**config.mk**
```make
export PLATFORM = sky130hd
export DESIGN_NAME = spm_power_ctrl
export DESIGN_NICKNAME = d
export VERILOG_FILES = /design/src/hw/spm_pkg.sv /design/src/hw/spm_line_sync.sv /design/src/hw/spm_power_ctrl.sv
export VERILOG_INCLUDE_DIRS = /design/src /design/src/hw
export SDC_FILE = /design/constraint.sdc
export NUM_CORES = 1
export LEC_CHECK = 0
export BUFFER_PORTS_ARGS = -buffer_cell sky130_fd_sc_hd__buf_4
export CORE_ASPECT_RATIO = 0.7
export CORE_UTILIZATION = 45
export DETAILED_ROUTE_END_ITERATION = 7
export GPL_TIMING_DRIVEN = 0
export PLACE_DENSITY = 0.77
export SLEW_MARGIN = 30
export SYNTH_ARGS = -nofsm -noshare
export SYNTH_HDL_FRONTEND = slang
export SYNTH_SLANG_ARGS = --single-unit
```
**constraint.sdc**
```tcl
create_clock -name mclk -period 2 [get_ports mclk]
set_input_delay 0.6 -clock mclk [delete_from_list [all_inputs] [get_ports mclk]]
set_output_delay 0.6 -clock mclk [all_outputs]
set_load 0.01 [all_outputs]
```
**src/hw/spm_params.svh**
```systemverilog
// Constants for the sensor front end power-mode controller.
// Assumes inclusion by the design modules; hw/spm_pkg.sv does not include it.
`ifndef SPM_PARAMS_SVH
`define SPM_PARAMS_SVH

`define SPM_ADDR_WAKE 8'h04
`define SPM_ADDR_SLEEP 8'h05
`define SPM_ADDR_REG_SET 8'h07
`define SPM_ADDR_CUR_SENSE 8'h08
`define SPM_ADDR_SEL0 8'h10
`define SPM_ADDR_SEL1 8'h12
`define SPM_ADDR_SEL2 8'h14
`define SPM_ADDR_SEL3 8'h15
`define SPM_ADDR_SEL4 8'h18
`define SPM_ADDR_SEL5 8'h1a
`define SPM_ADDR_SEL6 8'h1c
`define SPM_ADDR_SEL7 8'h1e
`define SPM_VSEL_BIT 0
`define SPM_SDN_BIT 1
`define SPM_REG_SET_RESET 8'h00
`define SPM_SLAVE_ADDR 7'h48
`define SPM_SYNC_STAGES 2

`endif

```
**src/hw/spm_pkg.sv**
```systemverilog
// Types for the sensor front end power-mode controller.
// Assumes nothing beyond a SystemVerilog compiler.
package spm_pkg;

    typedef enum logic [2:0] {
        SPM_IDLE = 3'b000,
        SPM_DEV_ADDR = 3'b001,
        SPM_REG_ADDR = 3'b011,
        SPM_PARAM = 3'b010,
        SPM_READ = 3'b110,
        SPM_IGNORE = 3'b111
    } spm_bus_state_e;

endpackage : spm_pkg

```
**src/hw/spm_line_sync.sv**
```systemverilog
// Two-flop synchroniser with edge-free output for one serial bus line.
// Assumes the line idles high, as on a two-wire bus.
`timescale 1ns/1ns
`include "spm_params.svh"

module spm_line_sync (
    // Clock and reset
    input wire logic mclk,
    input wire logic rst_b,
    // Line
    input wire logic line_in,
    output logic line_sync
);

    logic [`SPM_SYNC_STAGES-1:0] stage_reg;

    always_ff @(posedge mclk)
    begin
        if (!rst_b)
            stage_reg <= '1;
        else
            stage_reg <= {stage_reg[`SPM_SYNC_STAGES-2:0], line_in};
    end

    assign line_sync = stage_reg[`SPM_SYNC_STAGES-1];

endmodule : spm_line_sync

```
**src/hw/spm_power_ctrl.sv**
```systemverilog
// Two-wire slave command interpreter for regulator, sense and sleep.
// Assumes bus lines are slow against mclk and pulled up outside.
`timescale 1ns/1ns
`include "spm_params.svh"

module spm_power_ctrl (
    // Clock and reset
    input wire logic mclk,
    input wire logic rst_b,
    // Two-wire bus
    input wire logic scl_in,
    input wire logic sda_in,
    output logic sda_out,
    output logic sda_oe,
    // Analog controls
    output logic regulator_enable,
    output logic voltage_select,
    output logic analog_enable,
    output logic current_sense_mode,
    output logic input_select_valid,
    output logic [7:0] input_select_addr,
    output logic sleep_mode
);

    logic scl_s;
    logic sda_s;
    logic scl_d_reg;
    logic sda_d_reg;

    spm_line_sync u_scl_sync (
        .mclk(mclk),
        .rst_b(rst_b),
        .line_in(scl_in),
        .line_sync(scl_s)
    );

    spm_line_sync u_sda_sync (
        .mclk(mclk),
        .rst_b(rst_b),
        .line_in(sda_in),
        .line_sync(sda_s)
    );

    always_ff @(posedge mclk)
    begin
        if (!rst_b)
        begin
            scl_d_reg <= 1'b1;
            sda_d_reg <= 1'b1;
        end
        else
        begin
            scl_d_reg <= scl_s;
            sda_d_reg <= sda_s;
        end
    end

    wire scl_rise = scl_s & ~scl_d_reg;
    wire scl_fall = ~scl_s & scl_d_reg;
    wire start_cond = scl_s & scl_d_reg & sda_d_reg & ~sda_s;
    wire stop_cond = scl_s & scl_d_reg & ~sda_d_reg & sda_s;

    spm_pkg::spm_bus_state_e state_reg;
    spm_pkg::spm_bus_state_e state_next;
    logic [3:0] bit_cnt_reg;
    logic [7:0] shift_reg;
    logic ack_phase_reg;
    logic ack_ok_reg;
    logic [7:0] addr_reg;
    logic [7:0] reg_set_reg;
    logic sleep_reg;
    logic sense_reg;
    logic sda_out_reg;
    logic sda_oe_reg;
    logic sel_valid_reg;
    logic [7:0] sel_addr_reg;

    // Byte completes on the eighth rising clock edge
    wire byte_done = scl_rise & ~ack_phase_reg & (bit_cnt_reg == 4'h7);
    wire [7:0] rx_byte = {shift_reg[6:0], sda_s};
    // Ack slot runs from the eighth fall to the ninth; the ninth rise
    // must not be counted as a data bit of the next byte
    wire ack_first_fall = scl_fall & ack_phase_reg & (bit_cnt_reg == 4'h0);
    wire ack_end = scl_fall & ack_phase_reg & (bit_cnt_reg == 4'h1);

    wire addr_match = rx_byte[7:1] == `SPM_SLAVE_ADDR;
    wire rd_req = rx_byte[0];

    wire is_wake = rx_byte == `SPM_ADDR_WAKE;
    wire is_sleep = rx_byte == `SPM_ADDR_SLEEP;
    wire is_reg_set = rx_byte == `SPM_ADDR_REG_SET;
    wire is_sense = rx_byte == `SPM_ADDR_CUR_SENSE;
    // One comparator per input-select address
    wire [7:0] sel_hit;
    wire [63:0] sel_table;
    assign sel_table = {`SPM_ADDR_SEL7, `SPM_ADDR_SEL6, `SPM_ADDR_SEL5,
        `SPM_ADDR_SEL4, `SPM_ADDR_SEL3, `SPM_ADDR_SEL2, `SPM_ADDR_SEL1,
        `SPM_ADDR_SEL0};
    genvar gi;
    generate
        for (gi = 0; gi < 8; gi = gi + 1)
        begin : g_sel
            assign sel_hit[gi] = rx_byte == sel_table[gi*8 +: 8];
        end
    endgenerate
    wire is_sel = |sel_hit;
    // Asleep, only wake and regulator settings are decoded
    wire cmd_allowed = ~sleep_reg | is_wake | is_reg_set;

    wire in_reg_addr = state_reg == spm_pkg::SPM_REG_ADDR;
    wire in_param = state_reg == spm_pkg::SPM_PARAM;
    wire in_read = state_reg == spm_pkg::SPM_READ;
    wire addr_byte = byte_done & in_reg_addr;
    wire param_byte = byte_done & in_param & (addr_reg == `SPM_ADDR_REG_SET);

    // Acknowledge decision for the byte just received
    wire ack_dev = (state_reg == spm_pkg::SPM_DEV_ADDR) & addr_match;
    wire ack_this = ack_dev | in_reg_addr | in_param;

    always_comb
    begin
        state_next = state_reg;
        if (start_cond)
            state_next = spm_pkg::SPM_DEV_ADDR;
        else if (stop_cond)
            state_next = spm_pkg::SPM_IDLE;
        else if (byte_done)
        begin
            case (state_reg)
                spm_pkg::SPM_DEV_ADDR:
                    if (!addr_match)
                        state_next = spm_pkg::SPM_IGNORE;
                    else if (rd_req)
                        state_next = spm_pkg::SPM_READ;
                    else
                        state_next = spm_pkg::SPM_REG_ADDR;
                spm_pkg::SPM_REG_ADDR:
                    state_next = spm_pkg::SPM_PARAM;
                spm_pkg::SPM_PARAM:
                    state_next = spm_pkg::SPM_PARAM;
                // Single-byte register: line released after one byte
                spm_pkg::SPM_READ:
                    state_next = spm_pkg::SPM_IGNORE;
                spm_pkg::SPM_IGNORE:
                    state_next = spm_pkg::SPM_IGNORE;
                default:
                    state_next = spm_pkg::SPM_IDLE;
            endcase
        end
    end

    always_ff @(posedge mclk)
    begin
        if (!rst_b)
            state_reg <= spm_pkg::SPM_IDLE;
        else
            state_reg <= state_next;
    end

    // Bit counter, shifter and acknowledge phase
    always_ff @(posedge mclk)
    begin
        if (!rst_b || start_cond || stop_cond)
        begin
            bit_cnt_reg <= 4'h0;
            ack_phase_reg <= 1'b0;
            ack_ok_reg <= 1'b0;
            shift_reg <= 8'h00;
        end
        else if (byte_done)
        begin
            bit_cnt_reg <= 4'h0;
            ack_phase_reg <= 1'b1;
            ack_ok_reg <= ack_this;
            shift_reg <= rx_byte;
        end
        else if (ack_first_fall)
            bit_cnt_reg <= 4'h1;
        else if (ack_end)
        begin
            bit_cnt_reg <= 4'h0;
            ack_phase_reg <= 1'b0;
            ack_ok_reg <= 1'b0;
        end
        else if (scl_rise && !ack_phase_reg)
        begin
            bit_cnt_reg <= bit_cnt_reg + 4'h1;
            shift_reg <= rx_byte;
        end
    end

    // Read data: the held regulator byte, answered asleep or awake
    // MSB goes out at the end of the ack slot, then one bit per fall
    logic [3:0] rd_bit_idx;
    assign rd_bit_idx = ack_phase_reg ? 4'h7 : 4'h7 - bit_cnt_reg;
    wire rd_bit = reg_set_reg[rd_bit_idx[2:0]];
    wire rd_drive_low = in_read & ~rd_bit;

    // Line driven only on falling clock, so data is stable while high
    always_ff @(posedge mclk)
    begin
        if (!rst_b || start_cond || stop_cond)
        begin
            sda_out_reg <= 1'b1;
            sda_oe_reg <= 1'b0;
        end
        else if (scl_fall)
        begin
            sda_out_reg <= 1'b0;
            // Pull low in the ack slot only for bytes this slave accepts
            if (ack_first_fall)
                sda_oe_reg <= ack_ok_reg;
            else
                sda_oe_reg <= rd_drive_low;
        end
    end

    // Command execution on the register address byte
    always_ff @(posedge mclk)
    begin
        if (!rst_b)
        begin
            addr_reg <= 8'h00;
            sleep_reg <= 1'b0;
            sense_reg <= 1'b0;
            sel_valid_reg <= 1'b0;
            sel_addr_reg <= 8'h00;
        end
        else
        begin
            sel_valid_reg <= 1'b0;
            if (addr_byte)
            begin
                addr_reg <= cmd_allowed ? rx_byte : 8'hff;
                if (cmd_allowed && is_sleep)
                    sleep_reg <= 1'b1;
                if (is_wake)
                    sleep_reg <= 1'b0;
                if (cmd_allowed && is_sense)
                    sense_reg <= 1'b1;
                if (cmd_allowed && is_sel)
                begin
                    sense_reg <= 1'b0;
                    sel_valid_reg <= 1'b1;
                    sel_addr_reg <= rx_byte;
                end
            end
        end
    end

    // Settings never touched by sleep transitions
    always_ff @(posedge mclk)
    begin
        if (!rst_b)
            reg_set_reg <= `SPM_REG_SET_RESET;
        else if (param_byte)
            reg_set_reg <= {6'h00, rx_byte[1:0]};
    end

    // Output flops
    always_ff @(posedge mclk)
    begin
        if (!rst_b)
        begin
            regulator_enable <= 1'b1;
            voltage_select <= 1'b0;
            analog_enable <= 1'b1;
            current_sense_mode <= 1'b0;
            sleep_mode <= 1'b0;
        end
        else
        begin
            regulator_enable <= ~sleep_reg
                | ~reg_set_reg[`SPM_SDN_BIT];
            voltage_select <= reg_set_reg[`SPM_VSEL_BIT];
            analog_enable <= ~sleep_reg;
            current_sense_mode <= sense_reg & ~sleep_reg;
            sleep_mode <= sleep_reg;
        end
    end

    assign sda_out = sda_out_reg;
    assign sda_oe = sda_oe_reg;
    assign input_select_valid = sel_valid_reg;
    assign input_select_addr = sel_addr_reg;

endmodule : spm_power_ctrl

```
==> results.md <==
* Final period util at 1.014
* Worst Hold Launch: reg_set_reg[1]
* Most common cell in the netlist: dfxtp_1
* WHS Endpoint: regulator_enable
* Gr usage total at 0.1965
* Vias in the first global route at 1447
* Syn_area_per_cell at between 8 and 9 sq um
* Row count at 19
* Largest family of logic cells by synthesized area: simple AND/OR/NAND/NOR gates
* Nets at 262
* PortBufs at 19
* Critical path peak fanout at 7
* Antenna viol nets, final at 0
* IO Count at 20
* Violated checks: setup timing
* Critical path class: flip-flop to flip-flop
* Reg-to-Reg End: sense_reg
* Synthesized area at 0.002001 sq mm
* Leak at 0.9154 nW
* Main synth FF type: dfxtp_1
* Slew Viols, Final at 0
* CP Cell Sequence: ha_4, or4bb_4, nor2_4, nand4_4, or4_1, a21oi_1
* Final Instance Count excl. Fillers at 308
* Cells on worst reg2reg path at 6
* Max cap viols at 0
* Sequential share of the synthesized area at 0.5003
* RR Startpoint: bit_cnt_reg[0]
* Chip width at 81.70 um
* Post-synth top area share at 0.5003
* Post-synthesis mux area share at 0.04003
* Via/cell ratio at 5.364
* Startpoint types: flip-flop
* Area delta synth->final at 20.64%
* DRC at 0
* RSZ-0062 raised after global routing: true
* Synthesis-stage register bit count at 50
* Period minus WS final at 2.027 ns
* Synth warn at 0
* Relative slew slack at 0.5305
* Initial antenna violation count at 0
* Initial DRC Count at about 130
* Core box area at 0.004089 sq mm
* Post-synthesis xor/xnor area fraction at 0.02189
* Clock sink count at 50
* Pin count of the biggest net entering global routing at 17
* PwrDens at 707.0 mW/mm^2
* Worst path slowest cell: or4bb_4
* CP Capture Type: flip-flop
* Critical Path Max Stage Delay at approximately 0.49 ns
* Maximum VDD drop at approximately 440 uV
* Post-synth EDFFs at 0
* Final hold violation count at 0
* Die area at 0.004721 sq mm
* Min-Delay Path Class: flip-flop to flip-flop
* Initial core utilization at 0.4893
* Ranking of synthesized cells by area: dfxtp_1 50%, nor2_1 5.8%, nand2_1 5.1%
* Cells after Synth at around 230
* Clock slew at reported path FFs at 0.10 ns
* Worst Hold Depth at 1
* Maximum clock rate at 0.4933 GHz
* CTS buffer count at 5
* Fraction of layout cells with a size suffix above 1 at 0.1992
* Worst EP arrival at 2.27 ns
* CP bufs+invs at 0
* First-pass GRT wire length at between 6000 and 7000 um
* Via count at 1652
* Commonest cells post-synth: 50 x dfxtp_1, 31 x nor2_1, 27 x nand2_1
* Die Ht at roughly 58 um
* Post-synthesis adder-cell area fraction at 0.01876
* Area fraction in compound gates after synthesis at 0.1201
* Routability cong. at a little over 0.8
* Grt ovf at 0
* TritonRoute pass-1 iters at 4
* CP required at 2.24 ns
* Total Wirelength at between 4000 and 5000 um
* Synth Net Count at 234
* Clock Tree Buf Depth at 2
* WL/cell at 14.16 um
* # diodes at 0
* CTS tree: done
* # hold bufs at CTS at 0
* Post-synthesis simple-gate area fraction at 0.2577
* CTS root buffer: clkbuf_8
* Critical path's top delay family: simple AND/OR/NAND/NOR gates
* Clk Latency, worst-skew pair at 0.30 ns
* Slew of the pin with the lowest slew margin at 0.7012 ns
* Synth area leader: dfxtp_1
* DP Cell Count at 298
* Unique masters post-synth at 40
* FFs w/ async S/R, synth at 0
* Status: finished with violations
* Dpl hpwl at 2935 um
* Final Power at 1.706 mW
* Flop2flop setup slack at -0.03 ns
* Post-route setup slack at -0.02709 ns
* H-Tree Depth at 2
* Final core utilization at 0.5903
* Worst Skew at 0.009190 ns
* Final Setup Violations at 1
## layer usage
metal | vias up | wire (um) | GRT usage
met4 | 0 | 44 | 0.06015
met5 | - | 0 | 0
met3 | 7 | 256 | 0.04724
met1 | 768 | 2230 | 0.2933
li1 | 831 | - | -
met2 | 46 | 1829 | 0.2774
## cell usage in the layout (no fill, tap or decap), types with 2 or more instances in the layout
master / count
nor4_1: 2
and2_1: 2
nand3_1: 3
nand2_1: 27
xor2_1: 3
dfxtp_2: 3
clkbuf_1: 5
nor4_2: 2
a21oi_1: 16
nand2b_1: 7
a211oi_1: 2
ha_1: 2
nor4b_1: 2
nor2_1: 30
and3_1: 4
buf_4: 24
nand3b_1: 2
clkbuf_2: 2
mux2i_1: 8
a21o_1: 2
dfxtp_1: 46
inv_1: 11
xnor2_1: 2
nand4_1: 2
o21ai_0: 11
nor3b_1: 2
clkbuf_8: 6
nor3_1: 3
## final cells by class
| cell class | count | area [sq um] |
|---|---|---|
| Multi-Input combinational cell | 155 | 983.4 |
| Timing Repair Buffer | 24 | 180.2 |
| Buffer | 8 | 36.28 |
| Fill cell | 343 | 1675 |
| Tap cell | 52 | 65.06 |
| Sequential cell | 50 | 1008 |
| Clock buffer | 6 | 82.58 |
| Inverter | 11 | 41.29 |
| Clock inverter | 2 | 16.27 |
## what timing repair did
action | 4_1_cts | 5_1_grt
gates resized for setup | 8 | 14
setup endpoints to repair | 22 | 31
pin swaps | 3 | 4
setup buffers | 1 | 4
## logic make-up after synthesis
family          count (synthesis)
fa+ha+maj                       3
compound gates                 39
buf+inv                        22
xor+xnor                        5
mux                             8
flops                          50
simple gates                  100
## per-stage QoR
stage                     setup TNS [ns]  worst slack [ns]  hold WS (ns)  cell area, sq um
after floorplan                        0          0.002675        0.3697              2001
after global placement            -4.440           -0.4003        0.3907              2208
after detailed placement          -3.976           -0.3849        0.3947              2213
after CTS                        -0.2891           -0.1335        0.4183              2354
after global routing             -0.1818          -0.09280        0.4435              2414
final                           -0.02709          -0.02709        0.4165              2414
## report_power, final
group,total (mW),internal [mW],switching [mW]
clock,0.627,0.285,0.342
combinational,0.0639,0.0241,0.0398
sequential,1.02,1.00,0.0116
total,1.71,1.31,0.394
## how the worst max path moves through the flow
| stage | start | endpoint | slack, ns | cells past startpoint |
|---|---|---|---|---|
| floorplan | bit_cnt_reg[0] | sense_reg | 0.003 | 6 |
| global placement | u_scl_sync.stage_reg[1] | input_select_addr[5] | -0.40 | 5 |
| detailed placement | u_scl_sync.stage_reg[1] | input_select_addr[5] | -0.38 | 5 |
| CTS | bit_cnt_reg[0] | sense_reg | -0.13 | 6 |
| global route | bit_cnt_reg[0] | sense_reg | -0.09 | 6 |
| finish | bit_cnt_reg[0] | sense_reg | -0.03 | 6 |
Note: power is estimated with default switching activity, not from simulation.
